===== config.mk =====
export PLATFORM = sky130hd
export DESIGN_NAME = dps_host
export DESIGN_NICKNAME = d
export VERILOG_FILES = /design/src/design/dps_pkg.sv /design/src/design/pin_sync.sv /design/src/design/dps_host.sv
export SDC_FILE = /design/constraint.sdc
export NUM_CORES = 1
export LEC_CHECK = 0
export BUFFER_PORTS_ARGS = -buffer_cell sky130_fd_sc_hd__buf_4
export CAP_MARGIN = 5
export CORE_ASPECT_RATIO = 0.75
export CORE_MARGIN = 4
export CORE_UTILIZATION = 39
export DETAILED_ROUTE_END_ITERATION = 16
export PLACE_DENSITY = 0.57
export SYNTH_ARGS = -nofsm -noshare
export SYNTH_HDL_FRONTEND = slang
export SYNTH_SLANG_ARGS = --single-unit

===== constraint.sdc =====
create_clock -name clk -period 7.1 [get_ports clk]
set_input_delay 0.355 -clock clk [delete_from_list [all_inputs] [get_ports clk]]
set_output_delay 0.355 -clock clk [all_outputs]
set_load 0.01 [all_outputs]

===== src/design/dps_pkg.sv =====
// constants, types and register layout for the serial-port host controller
`default_nettype none
package dps_pkg;
	// --------------------------------------------------------------
	// clock and timing
	// --------------------------------------------------------------
	localparam int CLK_MHZ = 125;
	localparam int STROBE_SETUP_NS = 8; // strobe high before first shift-clock rise
	localparam int DATA_SETUP_NS = 3;
	localparam int STROBE_LOW_NS = 20; // least strobe low time between frames
	localparam int STROBE_HIGH_NS = 10; // least strobe high time in shared-bus mode
	localparam int LAST_RISE_TO_STROBE_NS = 10;
	localparam int SHIFT_PERIOD_MIN_NS = 20; // 50 MHz ceiling of the port
	localparam int READ_DELAY_PS = 8200; // shift-clock rise to data out, no load
	localparam int SYNC_CYCLES = 3; // pin synchroniser latency
	// least times round up to whole cycles, never below one
	localparam int STROBE_SETUP_CYC = (STROBE_SETUP_NS * CLK_MHZ + 999) / 1000;
	localparam int DATA_SETUP_CYC = (DATA_SETUP_NS * CLK_MHZ + 999) / 1000;
	localparam int STROBE_LOW_CYC = (STROBE_LOW_NS * CLK_MHZ + 999) / 1000;
	localparam int STROBE_HIGH_CYC = (STROBE_HIGH_NS * CLK_MHZ + 999) / 1000;
	localparam int LAST_RISE_CYC = (LAST_RISE_TO_STROBE_NS * CLK_MHZ + 999) / 1000;
	localparam int SHIFT_HALF_MIN_CYC = (SHIFT_PERIOD_MIN_NS * CLK_MHZ + 1999) / 2000;
	localparam int READ_DELAY_CYC = (READ_DELAY_PS * CLK_MHZ + 999999) / 1000000;
	localparam int READ_PATH_CYC = READ_DELAY_CYC + SYNC_CYCLES + 1;
	// --------------------------------------------------------------
	// frame layout
	// --------------------------------------------------------------
	localparam int FRAME_BITS = 32;
	localparam int PAYLOAD_W = 24;
	localparam int LEGACY_ADDR_W = 6;
	localparam int SHARED_ADDR_W = 5;
	localparam int TARGET_W = 3;
	localparam logic [2:0] TARGET_RST = 3'h0; // synthesizer chip address
	// --------------------------------------------------------------
	// software register map (word index)
	// --------------------------------------------------------------
	localparam logic [2:0] REG_CTRL = 3'h0;
	localparam logic [2:0] REG_PAYLOAD = 3'h1;
	localparam logic [2:0] REG_ADDR = 3'h2;
	localparam logic [2:0] REG_STATUS = 3'h3;
	localparam logic [2:0] REG_RXDATA = 3'h4;
	localparam int CTRL_START_BIT = 0;
	localparam int CTRL_MODE_BIT = 1; // 0 legacy, 1 shared-bus
	localparam int CTRL_READ_BIT = 2; // legacy read instead of write
	localparam int CTRL_CLEAR_BIT = 3; // clears done and refused
	localparam int ADDR_TARGET_LSB = 8;
	localparam int STAT_BUSY_BIT = 0;
	localparam int STAT_DONE_BIT = 1;
	localparam int STAT_REFUSED_BIT = 2;
	localparam int STAT_MODE_LSB = 4;
	localparam int STAT_LOCK_BIT = 6;
	localparam int STAT_LOCK_VALID_BIT = 7;
	localparam logic [23:0] PAYLOAD_RST = 24'h000000;
	localparam logic [5:0] ADDR_RST = 6'h00;
	// --------------------------------------------------------------
	// types
	// --------------------------------------------------------------
	typedef enum logic [1:0] {MODE_NONE, MODE_LEGACY, MODE_SHARED} port_mode_t;
	typedef struct packed {
		logic [2:0] addr;
		logic [31:0] wdata;
		logic wr;
		logic rd;
	} bus_req_t;
	typedef struct packed {
		logic port_select_strobe;
		logic shift_clock;
		logic serial_in;
	} link_pins_t;
endpackage
`default_nettype wire


===== src/design/pin_sync.sv =====
// three-stage pin synchroniser that accepts a change once stages two and three agree
`default_nettype none
module pin_sync (
	input wire logic clk,
	input wire logic reset,
	input wire logic pin,
	output logic level
);
	logic meta_reg;
	logic s2_reg;
	logic s3_reg;

	// --------------------------------------------------------------
	// capture chain
	// --------------------------------------------------------------
	// the first stage feeds only the second; nothing else looks at it
	always_ff @(posedge clk or posedge reset) begin
		if (reset) begin
			meta_reg <= 1'b0;
			s2_reg <= 1'b0;
			s3_reg <= 1'b0;
		end else begin
			meta_reg <= pin;
			s2_reg <= meta_reg;
			s3_reg <= s2_reg;
		end
	end

	// filtered level follows only when the last two stages match
	always_ff @(posedge clk or posedge reset) begin
		if (reset) begin
			level <= 1'b0;
		end else if (s2_reg == s3_reg) begin
			level <= s3_reg;
		end
	end
endmodule
`default_nettype wire


===== src/design/dps_host.sv =====
// host controller that drives the dual-protocol synthesizer serial port
//
// The plain strobed port was left to the implementer.
`default_nettype none
module dps_host #(
	parameter int HALF_CYCLES = 6 // clk cycles per shift-clock half period
) (
	input wire logic clk,
	input wire logic reset,
	input wire dps_pkg::bus_req_t bus_req,
	output logic [31:0] rdata,
	output dps_pkg::link_pins_t pins,
	input wire logic lock_or_serial_out,
	output logic lock_indicator,
	output logic lock_valid,
	output logic busy
);
	// --------------------------------------------------------------
	// elaboration checks
	// --------------------------------------------------------------
	// a half period must cover every setup time and the readback path
	if (HALF_CYCLES < dps_pkg::READ_PATH_CYC || HALF_CYCLES < dps_pkg::SHIFT_HALF_MIN_CYC ||
		HALF_CYCLES < dps_pkg::STROBE_SETUP_CYC || HALF_CYCLES < dps_pkg::STROBE_LOW_CYC ||
		HALF_CYCLES < dps_pkg::STROBE_HIGH_CYC || HALF_CYCLES < dps_pkg::LAST_RISE_CYC ||
		HALF_CYCLES < dps_pkg::DATA_SETUP_CYC || HALF_CYCLES > 255) begin : g_bad_half
		$error("HALF_CYCLES cannot meet the port timing");
	end

	typedef enum logic [2:0] {ST_IDLE, ST_LEAD, ST_HIGH, ST_LOW, ST_TAIL, ST_STROBE, ST_GAP} state_t;

	state_t state_reg;
	dps_pkg::port_mode_t mode_reg;
	dps_pkg::port_mode_t frame_mode_reg;
	logic [7:0] div_reg;
	logic tick;
	logic [5:0] rise_reg;
	logic [31:0] tx_reg;
	logic [31:0] cap_reg;
	logic [31:0] rx_reg;
	logic [23:0] payload_reg;
	logic [5:0] addr_reg;
	logic [2:0] target_reg;
	logic mode_sel_reg;
	logic done_reg;
	logic refused_reg;
	logic strobe_reg;
	logic shift_clock_reg;
	logic serial_in_reg;
	logic pin_level;
	logic start_req;
	logic start_ok;
	logic want_shared;
	logic want_read;
	logic clear_req;
	logic [31:0] frame_word;
	logic [31:0] status_word;

	// --------------------------------------------------------------
	// readback pin
	// --------------------------------------------------------------
	pin_sync u_pin_sync (
		.clk(clk),
		.reset(reset),
		.pin(lock_or_serial_out),
		.level(pin_level)
	);

	// --------------------------------------------------------------
	// request decode
	// --------------------------------------------------------------
	// a start while busy, or in a protocol other than the committed one, is refused
	assign start_req = bus_req.wr && bus_req.addr == dps_pkg::REG_CTRL &&
		bus_req.wdata[dps_pkg::CTRL_START_BIT];
	assign want_shared = bus_req.wdata[dps_pkg::CTRL_MODE_BIT];
	assign want_read = bus_req.wdata[dps_pkg::CTRL_READ_BIT] && !want_shared;
	assign clear_req = bus_req.wr && bus_req.addr == dps_pkg::REG_CTRL &&
		bus_req.wdata[dps_pkg::CTRL_CLEAR_BIT];
	assign start_ok = start_req && state_reg == ST_IDLE && (mode_reg == dps_pkg::MODE_NONE ||
		(mode_reg == dps_pkg::MODE_SHARED) == want_shared);

	// legacy frame: flag, address, data, one trailing clock; shared: data, address, chip
	always_comb begin
		if (want_shared) begin
			frame_word = {payload_reg, addr_reg[dps_pkg::SHARED_ADDR_W-1:0], target_reg};
		end else begin
			frame_word = {want_read, addr_reg, payload_reg, 1'b0};
		end
	end

	// --------------------------------------------------------------
	// software registers
	// --------------------------------------------------------------
	// payload and address are staged here and copied into the frame at start
	always_ff @(posedge clk or posedge reset) begin
		if (reset) begin
			payload_reg <= dps_pkg::PAYLOAD_RST;
			addr_reg <= dps_pkg::ADDR_RST;
			target_reg <= dps_pkg::TARGET_RST;
		end else if (bus_req.wr && bus_req.addr == dps_pkg::REG_PAYLOAD) begin
			payload_reg <= bus_req.wdata[dps_pkg::PAYLOAD_W-1:0];
		end else if (bus_req.wr && bus_req.addr == dps_pkg::REG_ADDR) begin
			addr_reg <= bus_req.wdata[dps_pkg::LEGACY_ADDR_W-1:0];
			target_reg <= bus_req.wdata[dps_pkg::ADDR_TARGET_LSB +: dps_pkg::TARGET_W];
		end
	end

	// last requested protocol, shown back in the control word
	always_ff @(posedge clk or posedge reset) begin
		if (reset) begin
			mode_sel_reg <= 1'b0;
		end else if (start_req) begin
			mode_sel_reg <= want_shared;
		end
	end

	// sticky flags: a setting event wins over a clear in the same cycle
	always_ff @(posedge clk or posedge reset) begin
		if (reset) begin
			done_reg <= 1'b0;
			refused_reg <= 1'b0;
		end else begin
			if (state_reg == ST_GAP && tick) begin
				done_reg <= 1'b1;
			end else if (clear_req || start_ok) begin
				done_reg <= 1'b0;
			end
			if (start_req && !start_ok) begin
				refused_reg <= 1'b1;
			end else if (clear_req) begin
				refused_reg <= 1'b0;
			end
		end
	end

	// the device commits on its first activity and never changes until power-down
	always_ff @(posedge clk or posedge reset) begin
		if (reset) begin
			mode_reg <= dps_pkg::MODE_NONE;
		end else if (start_ok && mode_reg == dps_pkg::MODE_NONE) begin
			// strobe first picks legacy, clock first picks shared-bus
			mode_reg <= want_shared ? dps_pkg::MODE_SHARED : dps_pkg::MODE_LEGACY;
		end
	end

	always_comb begin
		status_word = 32'h00000000;
		status_word[dps_pkg::STAT_BUSY_BIT] = busy;
		status_word[dps_pkg::STAT_DONE_BIT] = done_reg;
		status_word[dps_pkg::STAT_REFUSED_BIT] = refused_reg;
		status_word[dps_pkg::STAT_MODE_LSB +: 2] = mode_reg;
		status_word[dps_pkg::STAT_LOCK_BIT] = lock_indicator;
		status_word[dps_pkg::STAT_LOCK_VALID_BIT] = lock_valid;
	end

	// read data stand only in the cycle after the read strobe
	always_ff @(posedge clk or posedge reset) begin
		if (reset) begin
			rdata <= 32'h00000000;
		end else if (bus_req.rd) begin
			unique case (bus_req.addr)
				dps_pkg::REG_CTRL: rdata <= {30'h0, mode_sel_reg, 1'b0};
				dps_pkg::REG_PAYLOAD: rdata <= {8'h00, payload_reg};
				dps_pkg::REG_ADDR: rdata <= {21'h0, target_reg, 2'h0, addr_reg};
				dps_pkg::REG_STATUS: rdata <= status_word;
				dps_pkg::REG_RXDATA: rdata <= rx_reg;
				default: rdata <= 32'h00000000;
			endcase
		end else begin
			rdata <= 32'h00000000;
		end
	end

	// --------------------------------------------------------------
	// shift-clock divider
	// --------------------------------------------------------------
	// restarts at each start so the first half period is a full one
	always_ff @(posedge clk or posedge reset) begin
		if (reset) begin
			div_reg <= 8'h00;
		end else if (state_reg == ST_IDLE || tick) begin
			div_reg <= 8'(HALF_CYCLES - 1);
		end else begin
			div_reg <= div_reg - 8'h01;
		end
	end
	assign tick = state_reg != ST_IDLE && div_reg == 8'h00;

	// --------------------------------------------------------------
	// frame sequencer
	// --------------------------------------------------------------
	always_ff @(posedge clk or posedge reset) begin
		if (reset) begin
			state_reg <= ST_IDLE;
			frame_mode_reg <= dps_pkg::MODE_NONE;
			rise_reg <= 6'h00;
		end else begin
			unique case (state_reg)
				ST_IDLE: begin
					if (start_ok) begin
						state_reg <= ST_LEAD;
						frame_mode_reg <= want_shared ? dps_pkg::MODE_SHARED
							: dps_pkg::MODE_LEGACY;
						rise_reg <= 6'h00;
					end
				end
				ST_LEAD: begin
					if (tick) begin
						state_reg <= ST_HIGH;
						rise_reg <= 6'h01;
					end
				end
				ST_HIGH: begin
					if (tick) begin
						if (rise_reg != 6'(dps_pkg::FRAME_BITS)) begin
							state_reg <= ST_LOW;
						end else if (frame_mode_reg == dps_pkg::MODE_SHARED) begin
							state_reg <= ST_TAIL;
						end else begin
							state_reg <= ST_GAP;
						end
					end
				end
				ST_LOW: begin
					if (tick) begin
						state_reg <= ST_HIGH;
						rise_reg <= rise_reg + 6'h01;
					end
				end
				ST_TAIL: begin
					if (tick) begin
						state_reg <= ST_STROBE;
					end
				end
				ST_STROBE: begin
					if (tick) begin
						state_reg <= ST_GAP;
					end
				end
				ST_GAP: begin
					if (tick) begin
						state_reg <= ST_IDLE;
					end
				end
			endcase
		end
	end
	assign busy = state_reg != ST_IDLE;

	// --------------------------------------------------------------
	// link pins
	// --------------------------------------------------------------
	// all pins idle low from reset so the device sees no edge early
	always_ff @(posedge clk or posedge reset) begin
		if (reset) begin
			strobe_reg <= 1'b0;
		end else if (start_ok && !want_shared) begin
			strobe_reg <= 1'b1;
		end else if (state_reg == ST_HIGH && tick && frame_mode_reg == dps_pkg::MODE_LEGACY &&
			rise_reg == 6'(dps_pkg::FRAME_BITS)) begin
			strobe_reg <= 1'b0; // dropped with falling edge 32
		end else if (state_reg == ST_TAIL && tick) begin
			strobe_reg <= 1'b1; // a half period after fall 32 latches the word
		end else if (state_reg == ST_STROBE && tick) begin
			strobe_reg <= 1'b0;
		end
	end

	// rising edges in LEAD and LOW, falling edges out of HIGH
	always_ff @(posedge clk or posedge reset) begin
		if (reset) begin
			shift_clock_reg <= 1'b0;
		end else if ((state_reg == ST_LEAD || state_reg == ST_LOW) && tick) begin
			shift_clock_reg <= 1'b1;
		end else if (state_reg == ST_HIGH && tick) begin
			shift_clock_reg <= 1'b0;
		end
	end

	// next bit goes out with each falling edge, MSB first
	always_ff @(posedge clk or posedge reset) begin
		if (reset) begin
			tx_reg <= 32'h00000000;
			serial_in_reg <= 1'b0;
		end else if (start_ok) begin
			tx_reg <= {frame_word[30:0], 1'b0};
			serial_in_reg <= frame_word[31]; // first frame bit (legacy flag, shared data MSB) valid before the first rise
		end else if (state_reg == ST_HIGH && tick) begin
			tx_reg <= {tx_reg[30:0], 1'b0};
			serial_in_reg <= rise_reg == 6'(dps_pkg::FRAME_BITS) ? 1'b0 : tx_reg[31];
		end
	end
	assign pins = '{port_select_strobe: strobe_reg, shift_clock: shift_clock_reg,
		serial_in: serial_in_reg};

	// --------------------------------------------------------------
	// readback capture
	// --------------------------------------------------------------
	// sampled at the end of each high phase, i.e. at the falling edge, which leaves
	// the device delay plus the synchroniser inside one half period
	always_ff @(posedge clk or posedge reset) begin
		if (reset) begin
			cap_reg <= 32'h00000000;
		end else if (start_ok) begin
			cap_reg <= 32'h00000000;
		end else if (state_reg == ST_HIGH && tick) begin
			cap_reg <= {cap_reg[30:0], pin_level};
		end
	end

	// legacy reads keep the bits of falls 8..31; shared frames keep all 32 samples
	always_ff @(posedge clk or posedge reset) begin
		if (reset) begin
			rx_reg <= 32'h00000000;
		end else if (state_reg == ST_GAP && tick) begin
			if (frame_mode_reg == dps_pkg::MODE_LEGACY) begin
				rx_reg <= {8'h00, cap_reg[24:1]};
			end else begin
				rx_reg <= cap_reg; // register picked by the last read address
			end
		end
	end

	// --------------------------------------------------------------
	// lock indication
	// --------------------------------------------------------------
	// the shared pin only means lock while the strobe is low and no frame runs
	always_ff @(posedge clk or posedge reset) begin
		if (reset) begin
			lock_indicator <= 1'b0;
			lock_valid <= 1'b0;
		end else begin
			lock_valid <= state_reg == ST_IDLE && !strobe_reg &&
				mode_reg != dps_pkg::MODE_NONE;
			if (state_reg == ST_IDLE && !strobe_reg) begin
				lock_indicator <= pin_level;
			end
		end
	end
endmodule
`default_nettype wire


* Yosys cells after proc, flatten, opt, wreduce, memory -nomap -nowiden *
Index checks and enable logic that the tools add are counted.

cells by class
  add/sub/neg operators = 2
  eq/ne operators = 25
  muxes and demuxes = 36
  bitwise operators = 1
  reduce and logical (&&, ||, !) cells = 45

operator list
  operator               number
  $mux W32               7
  $pmux W32 S5           1
  $logic_and A1 B1 Y1    21
  $mux W3                7
  $mux W6                3
  $pmux W3 S6            1
  $pmux W6 S3            1
  $ne A2 B2 Y1 const B   7
  $mux W1                13
  $eq A3 B2 Y1 const B   4
  $eq A3 B3 Y1 const B   4
  $reduce_bool A2 Y1     5
  $logic_not A8 Y1       1
  $mux W8                1
  $sub A8 B1 Y8 const B  1
  $add A6 B1 Y6 const B  1
  $eq A3 B1 Y1 const B   2
  $eq A6 B6 Y1 const B   1
  $logic_not A3 Y1       2
  $ne A6 B6 Y1 const B   1
  $reduce_and A6 Y1      1
  $reduce_bool A3 Y1     2
  $eq A2 B2 Y1 const B   2
  $logic_or A1 B1 Y1     4
  other kinds (11)       16

word-level totals
  register bits after elaboration = 194
  bits of input ports = 40
  output and inout port bits = 38
  word-level logic and storage cells = 133

* Longest topological paths before layout *
  word-level depth = 8
  mapped depth = 8
  mapped depth without buffers = 6

* By module *
Synthesis repeated with hierarchy kept, for this count alone.

unflattened totals
  cell total of the unflattened synthesis = 833
  area, all modules = 8501.9 um2

modules (own cells, without submodules)
  module    instances  cells an instance  area an instance (um2)  sequential area each (um2)
  dps_host  1          827                8386.8                  4729.5
  pin_sync  1          6                  115.1                   100.1

* Worst setup path before layout *
OpenSTA, ideal clock, no wires.

  kind = flip-flop to flip-flop
  start = reg div_reg[0]
  end = reg tx_reg[10]
  library setup time = 126 ps
  arrival time = 1991 ps
  required time = 6974 ps
  slack = 4983 ps
  stages on the path, launching flop included = 9
  path buffers = 2
  period minus slack after synthesis = 2117 ps
  cell sequence = dfrtp_1 -> inv_1 -> ha_1 -> or3b_2 -> or3_4 -> buf_6 -> buf_2 -> o21ai_0 -> a2bb2oi_1

between the ends
  cells in the longest elaborated chain, start to end = 4

ends and longest elaborated chain
  element                       line             source
  start: declaration            dps_host.sv:34   logic [7:0] div_reg;
  start signal: assignment      dps_host.sv:181  div_reg <= 8'(HALF_CYCLES - 1);
  start signal: assignment      dps_host.sv:183  div_reg <= div_reg - 8'h01;
  $logic_not A8 Y1              dps_host.sv:186  assign tick = state_reg != ST_IDLE && div_reg == 8'h00;
  $logic_and A1 B1 Y1           dps_host.sv:186
  $logic_and A1 B1 Y1           dps_host.sv:287  end else if (state_reg == ST_HIGH && tick) begin
  $reduce_bool A2 Y1 (no line)  --
  end signal: assignment        dps_host.sv:285  tx_reg <= {frame_word[30:0], 1'b0};
  end signal: assignment        dps_host.sv:288  tx_reg <= {tx_reg[30:0], 1'b0};
  end: declaration              dps_host.sv:37   logic [31:0] tx_reg;

No other way between the ends.
A chain may end at the register's enable or synchronous reset.

* Final worst setup path *
  start = reg state_reg[1]
  end = reg tx_reg[26]

between the ends
  cells in the longest elaborated chain, start to end = 4
  elaborated cells between the ends (all ways) = 9
  classes of those cells = 1 x eq/ne; 1 x mux; 7 x reduce/logical

ends and longest elaborated chain
  element                                                 line                             source
  start: declaration                                      dps_host.sv:31                   state_t state_reg;
  start signal: assignment                                dps_host.sv:193                  state_reg <= ST_IDLE;
  start signal: assignment                                dps_host.sv:200                  state_reg <= ST_LEAD;
  start signal: assignment                                dps_host.sv:208                  state_reg <= ST_HIGH;
  $logic_not A3 Y1 or $reduce_bool A3 Y1 (tied branches)  dps_host.sv:78, dps_host.sv:186
  $logic_and A1 B1 Y1 (on tied branches)                  dps_host.sv:78, dps_host.sv:186
  $logic_and A1 B1 Y1 (on tied branches)                  dps_host.sv:78, dps_host.sv:287
  $mux W32 or $reduce_bool A2 Y1 (tied branches)          --

Several ways; a longest one is shown, not always the timed one.

==> qor.txt <==
=========================================================================================
Run status                                                                   finished clean
Number of antenna repair diodes                                                         0
Initial antenna violation count                                                         0
Post-Syn Area                                                                    8530 µm²
Overall via count from detail_route                                                  6190
Clock Tree Root                                                              sky130_fd_sc_hd__clkbuf_16
Residual antenna-violating net count after detailed routing                             0
Clock network power share                                                           42.0%
Per-cell via count in the routed design                                              5.47
Sink count of the clock tree                                                          193
Number of placement rows                                                               46
Placed cell count                                                                    1100
Area Overhead vs Synth                                                              15.0%
CP Buf/Inv Count                                                                        1
Fraction of layout cells with a size suffix above 1                                 18.8%
Number of violations reported at the end of detailed-routing iteration 0              496
IO Pins                                                                                78
Register clock-pin slew on the reported worst setup and hold paths                0.08 ns
Path class of the lowest-slack min-delay path                                input pin to asynchronous set/reset pin
P per Cell Area                                                                241 nW/µm²
Maximum clock frequency                                                           343 MHz
Portion of synthesized cell area occupied by the leading cell type                  56.6%
Final setup violation count                                                             0
Worst stage delay on the critical path                                            0.74 ns
Net switching share of the total power                                              26.0%
Worst VDD drop                                                                     158 µV
Vias in the first global route                                                       5900
Cell taking the most area after synthesis                                    sky130_fd_sc_hd__dfrtp_1
Share of the clock period used by the worst path after layout                       41.0%
Main flop type after synthesis                                               sky130_fd_sc_hd__dfrtp_1
Crit Path Max Fanout                                                                   65
Number of nets in the final layout                                                    875
Power Internal                                                                    1.75 mW
Post-synth EDFFs                                                                        0
Kind of critical path                                                        flop to flop
Area inside the core boundary                                                   21300 µm²
Setup Buffers After CTS                                                                 0
Largest delay share family, worst path                                       simple AND/OR/NAND/NOR gates
Area of the die                                                                 24300 µm²
R2r startpoint                                                               state_reg[1]
Max-cap violations                                                                      0
Height of the die                                                                  136 µm
Per-instance average area after synthesis                                        10.7 µm²
Distinct cells, synth                                                                  57
Endpoint required time on the critical path                                       7.46 ns
HPWL after detailed placement                                                     13.7 mm
Multiplexer share of the synthesized area                                           7.84%
Leading post-synthesis cells by cell area                                    sky130_fd_sc_hd__dfrtp_1 (57%), sky130_fd_sc_hd__nand2_1 (5.7%), sky130_fd_sc_hd__mux2_2 (5.0%), sky130_fd_sc_hd__o21ai_0 (4.0%), sky130_fd_sc_hd__a2bb2oi_1 (3.4%)
Routed WL                                                                         21.2 mm
H-tree depth                                                                            4
Share of power burned in combinational logic                                         5.9%
Endpoint class of the critical path                                                  flop
Library cell with the highest instance count after synthesis                 sky130_fd_sc_hd__dfrtp_1
Clock insertion delay at the later pin of the skew report                         0.44 ns
Count of input and output buffers                                                      69
Proportion of power drawn by flip-flops and latches                                 52.1%
Clk_skew                                                                        0.0107 ns
Cell with the largest stage delay on the worst path                          sky130_fd_sc_hd__nor3_1
Max-slew headroom at the worst pin                                                  20.9%
Number of nets produced by synthesis                                                  840
Endpoint of the worst-slack reg-to-reg timing path                             tx_reg[26]
Xor and xnor area share after synthesis                                            0.514%
Leakage component of the power                                                    4.59 nW
Wire length of the first global-routing pass                                      34.3 mm
Worst Tran Pin Value                                                              1.19 ns
Proportion of register bits with asynchronous set or reset after synthesis           100%
Final Instance Count excl. Fillers                                                   1132
Yosys Warn Count                                                                        0
CP cell instances                                                            nor3_1 > and4_2 > buf_4 > a32oi_1 > a2bb2oi_1
Worst hold-check slack                                                          0.0163 ns
Hold-fix buffer count after cts                                                         0
Count of final hold-check violations                                                    0
Placer's final routability congestion estimate                                      0.793
Logic depth of the worst register-to-register path                                      5
Simple-gate portion of the synthesized area                                         12.8%
Worst setup SP type                                                                  flop
First-pass iteration count of the detailed router                                       5
Post-route minimum period                                                         2.91 ns
RSZ-0062 raised after global routing                                                   no
Largest family of logic cells by synthesized area                            compound AO/OA/AOI/OAI gates
Register area share after synthesis                                                 56.6%
CP Data Arrival Time                                                              3.27 ns
Max Root-Sink Buffers                                                                   2
Total overflow reported by the global router                                            0
Effective utilization at floorplan                                                  40.0%
Die X-Extent                                                                       179 µm
WL/cell                                                                           18.8 µm
Setup slack of the most critical reg-to-reg path                                  4.19 ns
Flip-flop and latch count after synthesis                                             193
TritonCTS buffer count                                                                 17
DRC violations left                                                                     0
Number of max-slew violations in the final report                                       0
Adder-cell share of the synthesized area                                           0.704%
Switching component of the power                                                   616 µW
Maximum number of pins on one net before global-route repair                          115
TritonCTS clock tree                                                                built
Gates resized, CTS repair                                                               0
Total routing resource utilization after global routing                             18.0%
Area fraction in compound gates after synthesis                                     17.6%
Most instantiated cells after synthesis                                      sky130_fd_sc_hd__dfrtp_1 (193), sky130_fd_sc_hd__nand2_1 (129), sky130_fd_sc_hd__o21ai_0 (69)
Synthesized instance count                                                            796
Setup TNS after final layout                                                         0 ns
=========================================================================================
-- power groups by stage --
stage	registers (mW)	clock network (mW)	logic [mW]
2_1_floorplan	1.21	0	0.0951
3_3_place_gp	1.25	0	0.140
3_5_place_dp	1.25	0	0.142
4_1_cts	1.23	1.01	0.143
5_1_grt	1.24	1.06	0.157
6_report	1.23	0.993	0.140
-- worst max path at each step --
stage	startpoint	endpoint	slack [ns]	depth (start not counted)
after detailed placement	bus_req[35]	tx_reg[26]	4.21	6
after global routing	state_reg[1]	tx_reg[26]	3.94	5
after CTS	state_reg[1]	tx_reg[26]	4.25	5
after floorplan	reset	addr_reg[0]	1.49	1
after global placement	bus_req[35]	tx_reg[26]	4.23	6
final	state_reg[1]	tx_reg[26]	4.19	5
-- cell type report --
class / instances / area, µm²
Clock buffer: 20 / 467
Clock inverter: 12 / 140
Fill cell: 2011 / 11500
Inverter: 10 / 45.0
Multi-Input combinational cell: 530 / 3370
Sequential cell: 193 / 4830
Tap cell: 288 / 360
Timing Repair Buffer: 79 / 593
-- logic make-up (layout without fill, tap and decap cells) --
logic type	after synthesis	after routing
and+or+nand+nor	236	236
AOI/OAI and AO/OA	222	222
DFF	193	193
buffers and inverters	73	121
muxes	62	62
adders and majority gates	5	5
xor gates and xnor gates	5	5
-- worst register-to-register path: cells and delay by family, from the launching register on --
| kind | cells | cell delay, ns |
|---|---|---|
| buf+inv | 1 | 0.60 |
| compound gates | 2 | 0.52 |
| flops | 1 | 0.55 |
| simple gates | 2 | 1.18 |
-- routing by layer --
metal | GRT usage, % | vias up | share of wire, %
met5 | 0 | - | 0
met4 | 2.90 | 0 | 0.42
met3 | 4.03 | 11 | 4.8
met2 | 25.3 | 135 | 44
met1 | 28.8 | 3113 | 51
li1 | - | 2931 | -
-- metrics by stage --
stage	instance area [µm²]	power, mW	utilization [%]	setup WS (ns)
after floorplan	8530	1.30	-	1.49
after detailed placement	9200	1.40	43.2	4.21
after CTS	9810	2.38	46.0	4.25
after global placement	9200	1.39	43.2	4.23
after global routing	9810	2.45	46.0	3.94
final	9810	2.37	46.0	4.19
-- placed cells by master, fill, tap and decap left out, types with 3 or more instances in the layout --
cell,synthesis,routed
sky130_fd_sc_hd__nor2_1,39,39
sky130_fd_sc_hd__o21ai_0,69,69
sky130_fd_sc_hd__or3b_2,3,3
sky130_fd_sc_hd__mux2i_1,24,24
sky130_fd_sc_hd__inv_8,0,4
sky130_fd_sc_hd__nand2_1,129,129
sky130_fd_sc_hd__mux2_2,38,38
sky130_fd_sc_hd__a31oi_1,3,3
sky130_fd_sc_hd__nand4_1,5,5
sky130_fd_sc_hd__buf_4,3,79
sky130_fd_sc_hd__nand2b_1,3,3
sky130_fd_sc_hd__xnor2_1,3,3
sky130_fd_sc_hd__and2_1,13,13
sky130_fd_sc_hd__a22o_1,4,4
sky130_fd_sc_hd__and3_1,4,4
sky130_fd_sc_hd__clkbuf_8,0,3
sky130_fd_sc_hd__o22a_1,3,3
sky130_fd_sc_hd__clkbuf_16,0,17
sky130_fd_sc_hd__a22oi_1,24,24
sky130_fd_sc_hd__ha_1,4,4
sky130_fd_sc_hd__nand3_1,9,9
sky130_fd_sc_hd__o41ai_1,3,3
sky130_fd_sc_hd__nor4_1,3,3
sky130_fd_sc_hd__inv_6,0,4
sky130_fd_sc_hd__nor3_1,5,5
sky130_fd_sc_hd__inv_1,10,9
sky130_fd_sc_hd__dfrtp_1,193,193
sky130_fd_sc_hd__o21a_1,3,3
sky130_fd_sc_hd__a21oi_1,36,36
sky130_fd_sc_hd__a32oi_1,29,29
sky130_fd_sc_hd__a2bb2oi_1,33,33
sky130_fd_sc_hd__nor2b_1,6,6
No activity file was read; power rests on OpenSTA's default activity.
